### config.mk
export PLATFORM = sky130hd
export DESIGN_NAME = bup_core
export DESIGN_NICKNAME = d
export VERILOG_FILES = /design/src/bup_pkg.sv /design/src/bup_expand.sv /design/src/bup_core.sv
export SDC_FILE = /design/constraint.sdc
export NUM_CORES = 1
export LEC_CHECK = 0
export BUFFER_PORTS_ARGS = -buffer_cell sky130_fd_sc_hd__buf_2
export CAP_MARGIN = 10
export CORE_ASPECT_RATIO = 0.75
export CORE_UTILIZATION = 28
export CTS_BUF_LIST = sky130_fd_sc_hd__clkbuf_2
export DETAILED_ROUTE_END_ITERATION = 6
export HOLD_SLACK_MARGIN = 0.12
export PLACE_DENSITY = 0.49
export REMOVE_ABC_BUFFERS = 1
export SYNTH_ARGS = -nofsm -noshare
export SYNTH_HDL_FRONTEND = slang
export SYNTH_SLANG_ARGS = --single-unit
### constraint.sdc
create_clock -name clk_sys -period 9.1 [get_ports clk_sys]
set_input_delay 2.73 -clock clk_sys [delete_from_list [all_inputs] [get_ports clk_sys]]
set_output_delay 2.73 -clock clk_sys [all_outputs]
set_load 0.1 [all_outputs]
### src/bup_pkg.sv
// Package: constants and types for the unpack-BCD execution block
package bup_pkg;

  // ----------------------------------------------------------------
  // Opcode decode
  // ----------------------------------------------------------------
  localparam logic [3:0]  BUP_OP_HI       = 4'h8;
  localparam logic [4:0]  BUP_OP_MID      = 5'h18;
  localparam int          BUP_FORM_BIT    = 3;
  localparam int          BUP_DST_LSB     = 9;
  localparam int          BUP_SRC_LSB     = 0;

  // ----------------------------------------------------------------
  // Operand forms and widths
  // ----------------------------------------------------------------
  localparam logic        BUP_FORM_REG    = 1'b0;
  localparam logic        BUP_FORM_MEM    = 1'b1;
  localparam logic [31:0] BUP_PREDEC_BYTE = 32'h0000_0001;
  localparam logic [15:0] BUP_ZERO_WORD   = 16'h0000;
  localparam logic [31:0] BUP_ZERO_LONG   = 32'h0000_0000;
  localparam logic [2:0]  BUP_ZERO_REG    = 3'h0;
  localparam logic [7:0]  BUP_ZERO_BYTE   = 8'h00;

  typedef enum logic [8:0] {
    BUP_IDLE   = 9'h001,
    BUP_EXT    = 9'h002,
    BUP_RDREG  = 9'h004,
    BUP_SRCRD  = 9'h008,
    BUP_WRHI   = 9'h010,
    BUP_WRLO   = 9'h020,
    BUP_WRREG  = 9'h040,
    BUP_DONE   = 9'h080,
    BUP_ILLEG  = 9'h100
  } bup_state_t;

endpackage : bup_pkg

### src/bup_expand.sv
// Module: nibble expansion and adjustment add
module bup_expand (
  input  wire logic [7:0]  packed_byte,
  input  wire logic [15:0] adjust_word,
  output logic      [15:0] result_word
);
  import bup_pkg::*;

  logic [15:0] spread;

  always_comb begin
    spread      = {4'h0, packed_byte[7:4], 4'h0, packed_byte[3:0]};
    result_word = spread + adjust_word;
  end

endmodule : bup_expand

### src/bup_core.sv
// Module: decode and sequencing of the unpack-BCD instruction
module bup_core (
  input  wire logic        clk_sys,
  input  wire logic        rst_b,
  input  wire logic        op_valid,
  output logic             op_ready,
  input  wire logic [15:0] op_word,
  output logic             ext_req,
  input  wire logic        ext_ack,
  input  wire logic [15:0] ext_word,
  output logic             rf_rd_en,
  output logic             rf_rd_addr_sel,
  output logic      [2:0]  rf_rd_idx,
  input  wire logic [31:0] rf_rd_data,
  output logic             rf_wr_en,
  output logic             rf_wr_addr_sel,
  output logic      [2:0]  rf_wr_idx,
  output logic      [31:0] rf_wr_data,
  output logic             mem_req,
  output logic             mem_we,
  output logic      [31:0] mem_addr,
  output logic      [7:0]  mem_wdata,
  input  wire logic        mem_ack,
  input  wire logic [7:0]  mem_rdata,
  output logic             ccr_we,
  output logic             done,
  output logic             illegal
);
  import bup_pkg::*;

  // ----------------------------------------------------------------
  // State
  // ----------------------------------------------------------------
  typedef struct packed {
    bup_state_t  st;
    logic        form;
    logic [2:0]  dst;
    logic [2:0]  src;
    logic [15:0] adj;
    logic [7:0]  sbyte;
    logic [31:0] dreg;
    logic [31:0] daddr;
    logic        rdphase;
    logic [31:0] rf_wdata;
    logic [31:0] maddr;
    logic [7:0]  mwdata;
  } bup_core_t;

  bup_core_t   s_q;
  bup_core_t   s_d;
  logic [15:0] sum_w;
  logic [7:0]  exp_byte;

  // ----------------------------------------------------------------
  // Decode
  // ----------------------------------------------------------------
  // Opcode match
  function automatic logic is_unpack(input logic [15:0] w);
    is_unpack = (w[15:12] == BUP_OP_HI) && (w[8:4] == BUP_OP_MID);
  endfunction : is_unpack

  // ----------------------------------------------------------------
  // Expansion
  // ----------------------------------------------------------------
  // Memory form expands the byte as it arrives, so that the first
  // write cycle already holds the right high byte even on a fast ack
  assign exp_byte = (s_q.st == BUP_SRCRD) ? mem_rdata : s_q.sbyte;

  bup_expand u_expand (
    .packed_byte (exp_byte),
    .adjust_word (s_q.adj),
    .result_word (sum_w)
  );

  // ----------------------------------------------------------------
  // Sequencer
  // ----------------------------------------------------------------
  always_comb begin
    s_d = s_q;
    case (s_q.st)
      BUP_IDLE: begin
        if (op_valid) begin
          if (is_unpack(op_word)) begin
            s_d.form    = op_word[BUP_FORM_BIT];
            s_d.dst     = op_word[BUP_DST_LSB +: 3];
            s_d.src     = op_word[BUP_SRC_LSB +: 3];
            s_d.rdphase = 1'b0;
            s_d.st      = BUP_EXT;
          end else begin
            s_d.st = BUP_ILLEG;
          end
        end
      end
      BUP_EXT: begin
        if (ext_ack) begin
          s_d.adj = ext_word;
          s_d.st  = BUP_RDREG;
        end
      end
      // Two register reads: source, then destination
      BUP_RDREG: begin
        if (!s_q.rdphase) begin
          s_d.rdphase = 1'b1;
          if (s_q.form == BUP_FORM_REG) begin
            s_d.sbyte = rf_rd_data[7:0];
          end else begin
            s_d.maddr = rf_rd_data - BUP_PREDEC_BYTE;
          end
        end else begin
          s_d.dreg  = rf_rd_data;
          // Destination drops by two bytes; high byte lands at lower address
          s_d.daddr = rf_rd_data - BUP_PREDEC_BYTE - BUP_PREDEC_BYTE;
          if (s_q.form == BUP_FORM_REG) begin
            s_d.st = BUP_WRREG;
          end else begin
            s_d.st = BUP_SRCRD;
          end
        end
      end
      BUP_SRCRD: begin
        if (mem_ack) begin
          s_d.sbyte  = mem_rdata;
          s_d.st     = BUP_WRHI;
        end
      end
      BUP_WRHI: begin
        if (mem_ack) begin
          s_d.st = BUP_WRLO;
        end
      end
      BUP_WRLO: begin
        if (mem_ack) begin
          s_d.st = BUP_WRREG;
        end
      end
      BUP_WRREG: begin
        s_d.st = BUP_DONE;
      end
      BUP_DONE: begin
        s_d.st = BUP_IDLE;
      end
      BUP_ILLEG: begin
        s_d.st = BUP_IDLE;
      end
      default: begin
        s_d.st = BUP_IDLE;
      end
    endcase
    // Registered data outputs
    s_d.mwdata = (s_d.st == BUP_WRLO) ? sum_w[7:0] : sum_w[15:8];
    if (s_d.st == BUP_WRHI) begin
      s_d.maddr = s_d.daddr;
    end else if (s_d.st == BUP_WRLO) begin
      s_d.maddr = s_q.daddr + BUP_PREDEC_BYTE;
    end
    if (s_d.st == BUP_WRREG) begin
      if (s_q.form == BUP_FORM_REG) begin
        s_d.rf_wdata = {s_d.dreg[31:16], sum_w};
      end else begin
        // Only the destination pointer moves; source pointer is not written back
        s_d.rf_wdata = s_d.daddr;
      end
    end
  end

  always_ff @(posedge clk_sys) begin
    if (!rst_b) begin
      s_q <= '{st: BUP_IDLE, form: BUP_FORM_REG, dst: BUP_ZERO_REG, src: BUP_ZERO_REG,
               adj: BUP_ZERO_WORD, sbyte: BUP_ZERO_BYTE, dreg: BUP_ZERO_LONG,
               daddr: BUP_ZERO_LONG, rdphase: 1'b0, rf_wdata: BUP_ZERO_LONG,
               maddr: BUP_ZERO_LONG, mwdata: BUP_ZERO_BYTE};
    end else begin
      s_q <= s_d;
    end
  end

  // ----------------------------------------------------------------
  // Outputs
  // ----------------------------------------------------------------
  always_comb begin
    op_ready       = (s_q.st == BUP_IDLE);
    ext_req        = (s_q.st == BUP_EXT);
    rf_rd_en       = (s_q.st == BUP_RDREG);
    rf_rd_addr_sel = s_q.form;
    rf_rd_idx      = s_q.rdphase ? s_q.dst : s_q.src;
    // Memory form writes back the decremented destination pointer
    rf_wr_en       = (s_q.st == BUP_WRREG);
    rf_wr_addr_sel = s_q.form;
    rf_wr_idx      = s_q.dst;
    rf_wr_data     = s_q.rf_wdata;
    mem_req        = (s_q.st == BUP_SRCRD) || (s_q.st == BUP_WRHI) || (s_q.st == BUP_WRLO);
    mem_we         = (s_q.st == BUP_WRHI) || (s_q.st == BUP_WRLO);
    mem_addr       = s_q.maddr;
    mem_wdata      = s_q.mwdata;
    ccr_we         = 1'b0;
    done           = (s_q.st == BUP_DONE);
    illegal        = (s_q.st == BUP_ILLEG);
  end

endmodule : bup_core

## Word-level counts from Yosys, hierarchy flattened

Index checks and enable logic that the tools add are counted.
W data, S select, Z words.

| word-level totals | value |
|---|---|
| bits in registers | 177 |
| latch bits | 0 |
| RAM bits | 0 |
| ROM bits | 0 |
| word-level logic and storage cells | 79 |
| memories kept | 0 |

| operators by class | value |
|---|---|
| add/sub/neg operators | 4 |
| multipliers | 0 |
| divide/modulo/power cells | 0 |
| $lt $le $gt $ge | 0 |
| eq/ne operators | 20 |
| shift operators | 0 |
| multiplexer cells | 28 |
| bitwise operators | 0 |
| reduce and logical (&&, ||, !) cells | 14 |

Operators with widths:

| operator | number |
|---|---|
| $mux W32 | 6 |
| $mux W64 | 2 |
| $sub A32 B1 Y32 const B | 2 |
| $pmux W9 S7 | 1 |
| $mux W9 | 6 |
| $mux W8 | 5 |
| $add A32 B1 Y32 const B | 1 |
| $eq A9 B5 Y1 const B | 2 |
| $eq A9 B6 Y1 const B | 2 |
| $eq A9 B7 Y1 const B | 2 |
| $add A12 B16 Y16 | 1 |
| $mux W16 | 1 |
| $pmux W8 S2 | 1 |
| $mux W7 | 2 |
| $eq A9 B1 Y1 const B | 1 |
| $eq A9 B2 Y1 const B | 1 |
| $eq A9 B3 Y1 const B | 1 |
| $eq A9 B4 Y1 const B | 1 |
| $eq A9 B8 Y1 const B | 1 |
| $eq A9 B9 Y1 const B | 1 |
| $reduce_and A3 Y1 | 3 |
| $ne A2 B2 Y1 const B | 4 |
| $reduce_bool A3 Y1 | 2 |
| $eq A5 B5 Y1 const B | 1 |
| 11 further kinds | 16 |

## Logic depth before layout (Yosys ltp)

Gate-level depths: netlist of the first run.

| logic depth | value |
|---|---|
| depth in word-level cells | 8 |
| gate-level depth with buffers | 16 |

## By module

A second synthesis of the first run with hierarchy kept.

| unflattened totals | value |
|---|---|
| cell total of the unflattened synthesis | 1279 |
| area total of the unflattened synthesis | 9955.8 µm² |

Modules (own cells, without submodules):

| module | instances | cells an instance | area each (µm²) |
|---|---|---|---|
| bup_core | 1 | 1227 | 9536.6 |
| bup_expand | 1 | 52 | 419.2 |

## Least setup slack after synthesis of the first run

OpenSTA, ideal clock, no wires.

| path | value |
|---|---|
| path type | register to output |
| start | register s_q[173] (netlist name) |
| end | output done |
| arrival time | 3.939 ns |
| required time | 6.370 ns |
| setup slack | 2.431 ns |
| cell stages (with the launch flop) | 5 |
| path through | dfxtp_1 -> clkbuf_1 -> nor3_1 -> nand2_1 -> nor4b_1 |

| between the ends | value |
|---|---|
| word-level cells in the longest chain between the ends | 1 |

Ends and longest elaborated chain:

| element | RTL line | RTL |
|---|---|---|
| start, declared | bup_core.sv:49 | `bup_core_t s_q;` |
| start signal, assigned | bup_core.sv:168 | `s_q <= '{st: BUP_IDLE, form: BUP_FORM_REG, dst: BUP_ZERO_REG, src: BUP_ZERO_REG,` |
| $eq A9 B8 Y1 | bup_core.sv:196 | `done = (s_q.st == BUP_DONE);` |
| end, declared | bup_core.sv:26 | `output logic done,` |

Every way passes these cells.

## Final worst setup path of the first run

| path | value |
|---|---|
| start | input rf_rd_data[1] |
| end | register s_q[102] (netlist name) |

| between the ends | value |
|---|---|
| word-level cells in the longest chain between the ends | 4 |

Ends and longest elaborated chain:

| element | RTL line | RTL |
|---|---|---|
| start, declared | bup_core.sv:14 | `input wire logic [31:0] rf_rd_data,` |
| $sub A32 B1 Y32 (2 in a row) | bup_core.sv:112 | `s_d.daddr = rf_rd_data - BUP_PREDEC_BYTE - BUP_PREDEC_BYTE;` |
| $mux W64 | bup_core.sv:102 | `if (!s_q.rdphase) begin` |
| $mux W64 | bup_core.sv:80 | `case (s_q.st)` |

Every way passes these cells.
A chain may end at the register's enable or synchronous reset.

==> results of run 1 <==
## report_power, final
part           switching (mW)  internal [mW]  leakage [nW]
clock network           0.284         0.0958         0.116
logic                  0.0801         0.0376          2.79
registers            0.000925          0.708          1.30
## synthesized netlist by cell type (all sizes together) (9+ instances only)
cell type	instances	share of area, %
o21ai	46	2.3
mux2i	44	4.4
nand2b	10	0.62
mux2	15	1.7
dfxtp	161	32
nand4	16	1.1
ha	13	1.6
inv	19	0.71
nand2	128	4.8
o31ai	10	0.74
a211oi	34	2.5
or3	15	0.93
xor2	31	2.7
xnor2	44	3.8
o221ai	12	1.0
nor4	20	1.6
nor3	40	2.1
or2	11	0.68
a22oi	10	0.74
a21oi	93	4.6
or4	9	0.74
clkbuf	74	2.7
nor2	144	5.3
buf	88	6.4
o211ai	11	0.82
nand3	43	2.1
and2	22	1.4
## through the flow
step,instances,instance area (um2)
finish,1799,10900
global route,1798,10900
CTS,1791,10900
detailed placement,1760,10700
global placement,1760,10700
floorplan,1122,9180
## per-layer routing
metal  global-route usage (%)  part of all wire (%)  vias to the layer above
met5                        0                     0                        -
met4                     6.05                   1.9                        0
met2                     28.4                    42                      271
met3                     4.18                   6.4                       33
li1                         -                     -                     4599
met1                     28.5                    50                     4573
## worst max-delay path, stage by stage
cell      delay (ps)
buf_2            110
inv_1            120
ha_1             330
nor2b_1          330
nand3_1          310
nor4_1           460
xnor2_1          260
nand4b_1         450
nor4b_1         1090
a21oi_1          170
o31ai_1          250
## how the worst max path moves through the flow
| stage | from | endpoint | slack [ps] | cells past startpoint |
|---|---|---|---|---|
| final | rf_rd_data[1] | s_q[102]$_SDFF_PN0_ | 3200 | 11 |
| after global routing | rf_rd_data[5] | s_q[102]$_SDFF_PN0_ | 2930 | 9 |
| after global placement | rf_rd_data[1] | s_q[102]$_SDFF_PN0_ | 2650 | 11 |
| after CTS | s_q[174]$_SDFF_PN0_ | mem_we | 3220 | 4 |
| after floorplan | s_q[173]$_SDFF_PN0_ | done | 2520 | 3 |
| after detailed placement | rf_rd_data[1] | s_q[102]$_SDFF_PN0_ | 2480 | 11 |
## sequential cells by signal (all words and copies together), names as in the netlist
| signal | cells |
|---|---|
| rf_wr_data | 32 |
| s_q | 85 |
| rf_rd_addr_sel | 1 |
| mem_addr | 32 |
| rf_wr_idx | 3 |
| mem_wdata | 8 |
## final cells by class
class | count | area [um2] | share of cell area (%)
Clock inverter | 14 | 116 | 1.06
Clock buffer | 17 | 85.1 | 0.777
Multi-Input combinational cell | 942 | 5910 | 54.0
Inverter | 19 | 72.6 | 0.663
Sequential cell | 161 | 3220 | 29.5
Tap cell | 457 | 572 | 5.22
Antenna cell | 8 | 20.0 | 0.183
Timing Repair Buffer | 181 | 948 | 8.67
## cells by family after synthesis
logic type	after synthesis	share of synthesized area, %
AOI/OAI and AO/OA	287	18.7
DFF	161	31.9
xor gates and xnor gates	75	6.50
adders and majority gates	14	1.81
and+or+nand+nor	506	25.2
buffers and inverters	181	9.87
other	1	0.0371
muxes	59	6.03
==> results.md, run 1 <==
* # hold bufs at CTS at 0
* Clock transition at path regs at 240 ps
* Clk_lat worst skew at 820 ps
* Clock Tree Buf Depth at 2
* Setup slack, reg-to-reg at 4120 ps
* Final setup violation count at 0
* Max Cap Viol at 0
* IO buf count at 164
* CTS Sinks at 161
* Register-to-Register Path Depth at 14
* CP arrival at 6630 ps
* Hold WS at 474 ps
* Layout cells sized above 1 at 19.2%
* WHS Path Cells at 2
* Remaining DRCs at 0
* Most frequent cells in the layout: 164 x buf_2, 161 x dfxtp_1, 144 x nor2_1
* Post-synth EDFFs at 0
* Routed wire length at 36.0 mm
* Core box area at 35100 um2
* Root Buffer: clkbuf_2
* Min-Delay Path Class: flop to flop
* DR pass1 iterations at 5
* Routed WL per cell at 20.0 um
* Status: completed
* PwrDens at 110 nW/um2
* Vias at 9476
* Num rows at 59
* Slew margin rel. at 23.2%
* Final max-slew violation count at 0
* Seq cells post-synth at 161
* Starting Density at 28.8%
* Die area at 36900 um2
* Post-Synthesis Cell Area at 10100 um2
* Post-DRT Antenna Nets at 0
* Min cycle time layout at 5900 ps
* PostCTS Resize Cnt at 0
* Critical Path RT at 9830 ps
* CTS H-tree lvls at 4
* Critical path peak fanout at 11
* Max rail drop VDD at 43.0 uV
* Max Freq at 169 MHz
* Total GRT Usage at 19.6%
* Warnings from Yosys at 0
* Total gr overflow at 0
* Seq/Total Area, Yosys at 31.9%
* Final period util at 64.9%
* Layout area overhead at 8.27%
* Die width at 221 um
* RSZ-0062 raised after global routing: no
* Yosys cell types at 79
* Die H at 167 um
* Synth Area per Inst at 7.87 um2
* Post-Syn Instances at 1284
* CP startpoint kind: primary input
* Iter 0 DRT Violations at 713
* Hold_sp: rf_wr_data[5]$_SDFFE_PN0N_
* WS Path Type: primary input to flop
* Final Hold Viols at 0
* Largest net degree at the start of global routing at 70
* Setup Buffers After CTS at 0
* Worst r2r src: s_q[174]$_SDFF_PN0_
* Vias in the first global route at 8955
* TritonCTS clock tree: built
* Routed vias/inst at 5.27
* Final setup margin at 3200 ps
* Ys flop type: dfxtp_1
* IO Count at 166
* FILL cells at 3817
* Final nets at 1413
* Total negative slack at 0 ps
* Commonest non-fill, non-tap cell in the layout: buf_2
* Final Skew at 55.2 ps
* Setup WS pre-CTS at 2480 ps
* Final GP Congestion at 0.909
* Worst-margin pin slew at 1140 ps
* Fin util at 31.1%
* Hold endpoint: rf_wr_data[5]$_SDFFE_PN0N_
* Static Leak at 4.20 nW
* Hpwl dp at 26.5 mm
* CP Capture Type: flop
* FFs w/ async S/R, synth at 0%
* Design Power at 1.21 mW
* First-pass GRT wire length at 55.7 mm
* R2r endpoint: rf_wr_data[14]$_SDFFE_PN0N_
* Antenna violations before repair at 4
* Total CTS buffers at 17
No activity file was read; power rests on OpenSTA's default activity.
==> run 2: changes to the inputs <==
Settings changed: ABC_AREA from default to 1.
Clock period 9.1 ns to 5.6 ns, I/O delays scaled along.
==> run 2 against run 1 <==
Effect of this change: clock-buffer cell count up 1; final area grew 8.1%; sequential power up 62%; critical path depth shrank 5; sequential share of layout area shrank 2.2 points; wire length is 9.9% higher; core utilization shrank 0.20 points; flip-flop and latch count unchanged; clock skew up 11 ps; final cell count up 28%; critical endpoint is now rf_wr_en; highest routed layer unchanged.
==> results.md, run 2 <==
* Final GP Congestion at 0.927 (+2.0%)
* WS Path Type: flop to output pin
* Layout area overhead at 9.01%
* Placed cell area at 11600 um2 (+7.9%)
* Leading post-synthesis cells by instance count: 405 x nand2_1, 284 x nor2_1, 181 x inv_1
* Hpwl dp at 30.1 mm (+14%)
* Final setup violation count at 0 (unchanged)
* PwrDens at 178 nW/um2 (+61%)
* Die H at 173 um (+3.6%)
* Min cycle time layout at 4430 ps
* Most flops, register: s_q
* IO buf count at 164 (unchanged)
* Post-Route M1 WL at 21.1 mm (+18%)
* Layout cells sized above 1 at 15.7% (-3.5 points)
* Top layer used by detailed routing: met4
* CP Cell Sequence: nor2_1 -> inv_1 -> nor2_1 -> inv_1 -> nor4_1 -> buf_2
* # hold bufs at CTS at 0 (unchanged)
* Top cells by area, synth: dfxtp_1 30%, nand2_1 14%, nor2_1 9.8%
* Antenna violations before repair at 2 (-2)
* Max Cap Viol at 0 (unchanged)
* WHS Path Cells at 2 (unchanged)
* Fin util at 30.9% (-0.20 points)
* Starting Density at 28.4% (-0.38 points)
* Final Hold Viols at 0 (unchanged)
* Core box area at 38200 um2 (+8.8%)
* Num rows at 62 (+5.1%)
* Vias at 11000 (+16%)
* Post-route design area at 11800 um2 (+8.1%)
* Total negative slack at 0 ps (unchanged)
* Total GRT Usage at 20.0% (+0.40 points)
* CP max stage delay at 520 ps (-570 ps)
* Max Freq at 226 MHz
* Slew margin rel. at 29.8% (+6.6 points)
* FFs w/ async S/R, synth at 0% (unchanged)
* Final nets at 1875 (+33%)
* DR pass1 iterations at 7 (+2)
* Iter 0 DRT Violations at 805 (+13%)
* Critical path peak fanout at 5 (-6)
* Vias in the first global route at 10000 (+12%)
* IO Count at 166 (unchanged)
* Total CTS buffers at 17 (unchanged)
* Min-Delay Path Class: flop to flop
* Die area at 39600 um2 (+7.3%)
* Static Leak at 5.68 nW (+35%)
* Ys flop type: dfxtp_1
* CP startpoint kind: flop
* Remaining DRCs at 0 (unchanged)
* CP Capture Type: output pin
* Warnings from Yosys at 0 (unchanged)
* Routed WL per cell at 17.1 um (-14%)
* CP arrival at 2750 ps (-3880 ps)
* Synth Area per Inst at 6.27 um2 (-20%)
* Seq cells post-synth at 161 (unchanged)
* Most frequent cells in the layout: 405 x nand2_1, 284 x nor2_1, 181 x inv_1
* Routed wire length at 39.5 mm (+9.9%)
* Final Skew at 65.9 ps (+10.7 ps)
* Post-Syn Instances at 1730 (+35%)
* Max rail drop VDD at 114 uV (+170%)
* Clock Tree Buf Depth at 2 (unchanged)
* Worst-margin pin slew at 1050 ps (-87.3 ps)
* Clk_lat worst skew at 870 ps (+50 ps)
* Total gr overflow at 0 (unchanged)
* Most frequent cell after synthesis: nand2_1
* Setup Buffers After CTS at 0 (unchanged)
* TritonCTS clock tree: built
* Yosys cell types at 49 (-38%)
* Setup slack, reg-to-reg at 1470 ps (-2650 ps)
* Final max-slew violation count at 0 (unchanged)
* RSZ-0062 raised after global routing: no
* Cell accounting for the most synthesized area: dfxtp_1
* CTS H-tree lvls at 4 (unchanged)
* Hold WS at 480 ps (+6.34 ps)
* Register-to-Register Path Depth at 21 (+7)
* Critical Path RT at 3920 ps (-5910 ps)
* First-pass GRT wire length at 60.3 mm (+8.2%)
* Clock transition at path regs at 270 ps (+30 ps)
* Post-DRT Antenna Nets at 0 (unchanged)
* Largest net degree at the start of global routing at 79 (+13%)
* Met3 WL at 2.10 mm (-9.2%)
* PostCTS Resize Cnt at 0 (unchanged)
* Worst path slowest cell: buf_2
* Root Buffer: clkbuf_2
* Number of flip-flops in the largest register at 85 (unchanged)
* Post-synth EDFFs at 0 (unchanged)
* Status: completed
* Share of the synthesized area in the top cell type at 29.7% (-2.2 points)
* Final period util at 79.1%
* Post-Synthesis Cell Area at 10900 um2 (+7.4%)
* CTS Sinks at 161 (unchanged)
* Met2 wire length at 16.0 mm (+5.9%)
* Routed vias/inst at 4.76 (-9.6%)
* Commonest non-fill, non-tap cell in the layout: nand2_1
* Seq/Total Area, Yosys at 29.7% (-2.2 points)
* Die width at 229 um (+3.6%)
## run 2: cell count changes after synthesis, moves of 33 or more
cell | previous run | this run
nand2_1 | 128 | 405
inv_1 | 18 | 181
nor2_1 | 144 | 284
o21ai_0 | 44 | 141
nand3_1 | 43 | 94
mux2i_1 | 44 | 0
xnor2_1 | 44 | 4
a21oi_1 | 92 | 57
clkbuf_1 | 74 | 41
## run 2: worst paths after layout
path,to,start
max,rf_wr_en,s_q[170]$_SDFF_PN0_
min,mem_addr[25]$_SDFFE_PN0P_,mem_addr[25]$_SDFFE_PN0P_
max reg2reg,rf_wr_data[14]$_SDFFE_PN0N_,s_q[174]$_SDFF_PN0_
min reg2reg,mem_addr[25]$_SDFFE_PN0P_,mem_addr[25]$_SDFFE_PN0P_
## run 2: cell families (layout without fill, tap and decap cells)
kind of cell,count (synthesis),count (layout),synth area share (%)
DFF,161,161,29.7
adders and majority gates,14,14,1.68
other,1,3,0.0345
AOI/OAI and AO/OA,273,273,14.0
xor gates and xnor gates,51,51,4.18
buffers and inverters,330,397,14.3
and+or+nand+nor,900,900,36.1
## run 2: layout make-up
type                       instances  area (um2)
antenna                            2        5.00
tap                              512         641
sequential                       161        3220
multi-input combinational       1239        6080
clock buffer                      18        90.1
inverter                         189         709
clock inverter                    14         170
timing repair buffer             176         911
fill                            4314       26400
## run 2: per-layer routing
layer / vias to the layer above / global-route usage (%)
li1: 5568 / -
met1: 5100 / 31.3
met2: 322 / 28.0
met3: 19 / 2.90
met4: 0 / 4.50
met5: - / 0
## run 2: per-stage QoR
step / instances / total power [mW] / setup WS, ps
global route: 2311 / 2.18 / 940
CTS: 2309 / 2.13 / 1060
finish: 2311 / 2.10 / 1170
floorplan: 1589 / 1.29 / 183
detailed placement: 2277 / 1.38 / 1290
global placement: 2277 / 1.38 / 1300
## run 2: report_power, final
| part | leakage (nW) | switching, mW | internal (mW) | total (mW) |
|---|---|---|---|---|
| Sequential | 1.30 | 0.00163 | 1.15 | 1.15 |
| Combinational | 4.24 | 0.151 | 0.0585 | 0.209 |
| Clock | 0.146 | 0.516 | 0.224 | 0.740 |
## run 2: critical path: cells and delay by family (launching register included)
family	cells	cell delay (ps)
and+or+nand+nor	3	770
buffers and inverters	3	720
DFF	1	410
==> run 3: changes to the inputs <==
Clock period 5.6 ns to 4.4 ns, I/O delays scaled along.
==> run 3 against run 2 <==
Effect of this change: the flow now finishes with violations (design-rule violations); non-clock buffer count is 7 higher; wire length up 1.8%; via count about the same; first-iteration DRC count rose by 31%; sequential power up 28%; combinational power grew 31%; flip-flop and latch count unchanged; clock power grew 17%; final cell count up 0.26%; critical path type unchanged; die area stayed put; clock-buffer cell count stayed put; final area is 0.35% higher; critical endpoint is now mem_req.
==> results.md, run 3 (synthesis results as in run 2) <==
* Critical Path RT at 3080 ps (-840 ps)
* Num rows at 62 (unchanged)
* Die H at 173 um (unchanged)
* Root Buffer: clkbuf_2
* Final Hold Viols at 0 (unchanged)
* FILL cells at 4298 (-0.37%)
* Most flops, register: s_q
* Final Skew at 60.0 ps (-5.92 ps)
* Hpwl dp at 30.7 mm (+2.0%)
* Core box area at 38200 um2 (unchanged)
* CTS H-tree lvls at 4 (unchanged)
* TritonCTS clock tree: built
* Largest net degree at the start of global routing at 79 (unchanged)
* Die area at 39600 um2 (unchanged)
* IO buf count at 164 (unchanged)
* Final GP Congestion at 0.908 (-2.1%)
* Number of flip-flops in the largest register at 85 (unchanged)
* CTS Sinks at 161 (unchanged)
* Die width at 229 um (unchanged)
* First-pass GRT wire length at 61.9 mm (+2.6%)
* Layout cells sized above 1 at 16.1% (+0.38 points)
* Placed Cells at 2284 (+0.31%)
* Commonest non-fill, non-tap cell in the layout: nand2_1
* Total CTS buffers at 17 (unchanged)
* Antenna violations before repair at 2 (unchanged)
* Critical path startpoint: s_q[173]$_SDFF_PN0_
* GR Util met2 at 28.6% (+0.61 points)
* Status: finished, violations left
* Vias in the first global route at 10300 (+3.2%)
* Slew margin rel. at 34.6% (+4.8 points)
* Final max-slew violation count at 0 (unchanged)
* Worst-margin pin slew at 977 ps (-72.0 ps)
* Fin util at 31.1% (+0.11 points)
* Failing checks: design-rule violations
* Total negative slack at 0 ps (unchanged)
* Total GRT Usage at 20.4% (+0.43 points)
* Max Freq at 252 MHz
* CP arrival at 2650 ps (-100 ps)
* Max rail drop VDD at 121 uV (+5.5%)
* Routed vias/inst at 4.75 (-0.22%)
* Final nets at 1882 (+0.37%)
* IO Count at 166 (unchanged)
* Max Cap Viol at 0 (unchanged)
* Static Leak at 5.72 nW (+0.69%)
* Hold WS at 483 ps (+2.22 ps)
* DR pass1 iterations at 7 (unchanged)
* CP startpoint kind: flop
* Finished Layout Cells at 2317 (+0.26%)
* Worst r2r src: s_q[173]$_SDFF_PN0_
* Met3 GRT Util at 3.78% (+0.88 points)
* Setup WS pre-CTS at 477 ps (-810 ps)
* Final setup violation count at 0 (unchanged)
* Min cycle time layout at 3970 ps
* Hold_sp: mem_addr[20]$_SDFFE_PN0P_
* Placed cell area at 11600 um2 (+0.56%)
* WS Path Type: flop to output pin
* Starting Density at 28.4% (unchanged)
* Design Power at 2.61 mW (+24%)
* Clock Tree Buf Depth at 2 (unchanged)
* Clk_lat worst skew at 870 ps (about the same)
* Layout area overhead at 9.39%
* Final setup margin at 433 ps (-738 ps)
* Most frequent cells in the layout: 405 x nand2_1, 284 x nor2_1, 181 x inv_1
* CP Capture Type: output pin
* Min-Delay Path Class: flop to flop
* Post-DRT Antenna Nets at 0 (unchanged)
* RSZ-0062 raised after global routing: no
* Remaining DRCs at 2 (+2)
* Routed wire length at 40.3 mm (+1.8%)
* Post-route design area at 11900 um2 (+0.35%)
* Routed WL per cell at 17.4 um (+1.5%)
* PwrDens at 220 nW/um2 (+24%)
* Global routing usage on met1 at 31.5% (+0.17 points)
* Iter 0 DRT Violations at 1056 (+31%)
* GR peak layer: met1
* Critical path peak fanout at 18 (+13)
* Clock transition at path regs at 290 ps (+20 ps)
* Total gr overflow at 0 (unchanged)
* Final period util at 90.2%
* Vias at 11000 (+0.036%)
[run 3: changes by cell type in the layout (fill, tap and decap cells not counted), moves of 2 or more]
cell        change
inv_6           +2
bufinv_16       -2
buf_4           +6
clkinvlp_4      -4
clkinv_4        +3
[run 3: what timing repair did]
item,in CTS,in global routing
buffers inserted,0,0
setup endpoints to repair,0,1
gates resized for setup,0,2
hold buffers,0,0
[run 3: cell type report]
| class | count | area [um2] | area share, % |
|---|---|---|---|
| inverters | 189 | 709 | 5.97 |
| flip-flops and latches | 161 | 3220 | 27.2 |
| clock buffers | 18 | 90.1 | 0.759 |
| repair buffers | 183 | 978 | 8.24 |
| diodes | 1 | 2.50 | 0.0211 |
| multi-input cells | 1239 | 6090 | 51.3 |
| well taps | 512 | 641 | 5.39 |
| clock inverters | 14 | 140 | 1.18 |
[run 3: power by group]
part | switching (mW) | total (mW) | internal, mW
combinational | 0.197 | 0.274 | 0.0769
clock | 0.676 | 0.864 | 0.188
sequential | 0.00227 | 1.47 | 1.47
total | 0.876 | 2.61 | 1.73
[run 3: critical path, cell delays in order (launching register included)]
cell and delay (ps):
dfxtp_1 440, nor2_1 180, nand2_1 130, inv_1 110, nand2_2 60, buf_4 210
nand3_1 200, buf_2 480
[run 3: path summary, 6_finish.rpt]
| path | endpoint | slack [ps] | cells after the start |
|---|---|---|---|
| worst min register to register | mem_addr[20]$_SDFFE_PN0P_ | 480 | 2 |
| worst min-delay path | mem_addr[20]$_SDFFE_PN0P_ | 480 | 2 |
| worst max register to register | rf_wr_data[14]$_SDFFE_PN0N_ | 550 | 21 |
| worst max-delay path | mem_req | 430 | 7 |
[run 3: metal layers]
| layer | part of all wire (%) | vias up |
|---|---|---|
| met5 | 0 | - |
| met4 | 1.4 | 0 |
| met3 | 5.6 | 32 |
| met2 | 40 | 364 |
| met1 | 53 | 5053 |
| li1 | - | 5564 |
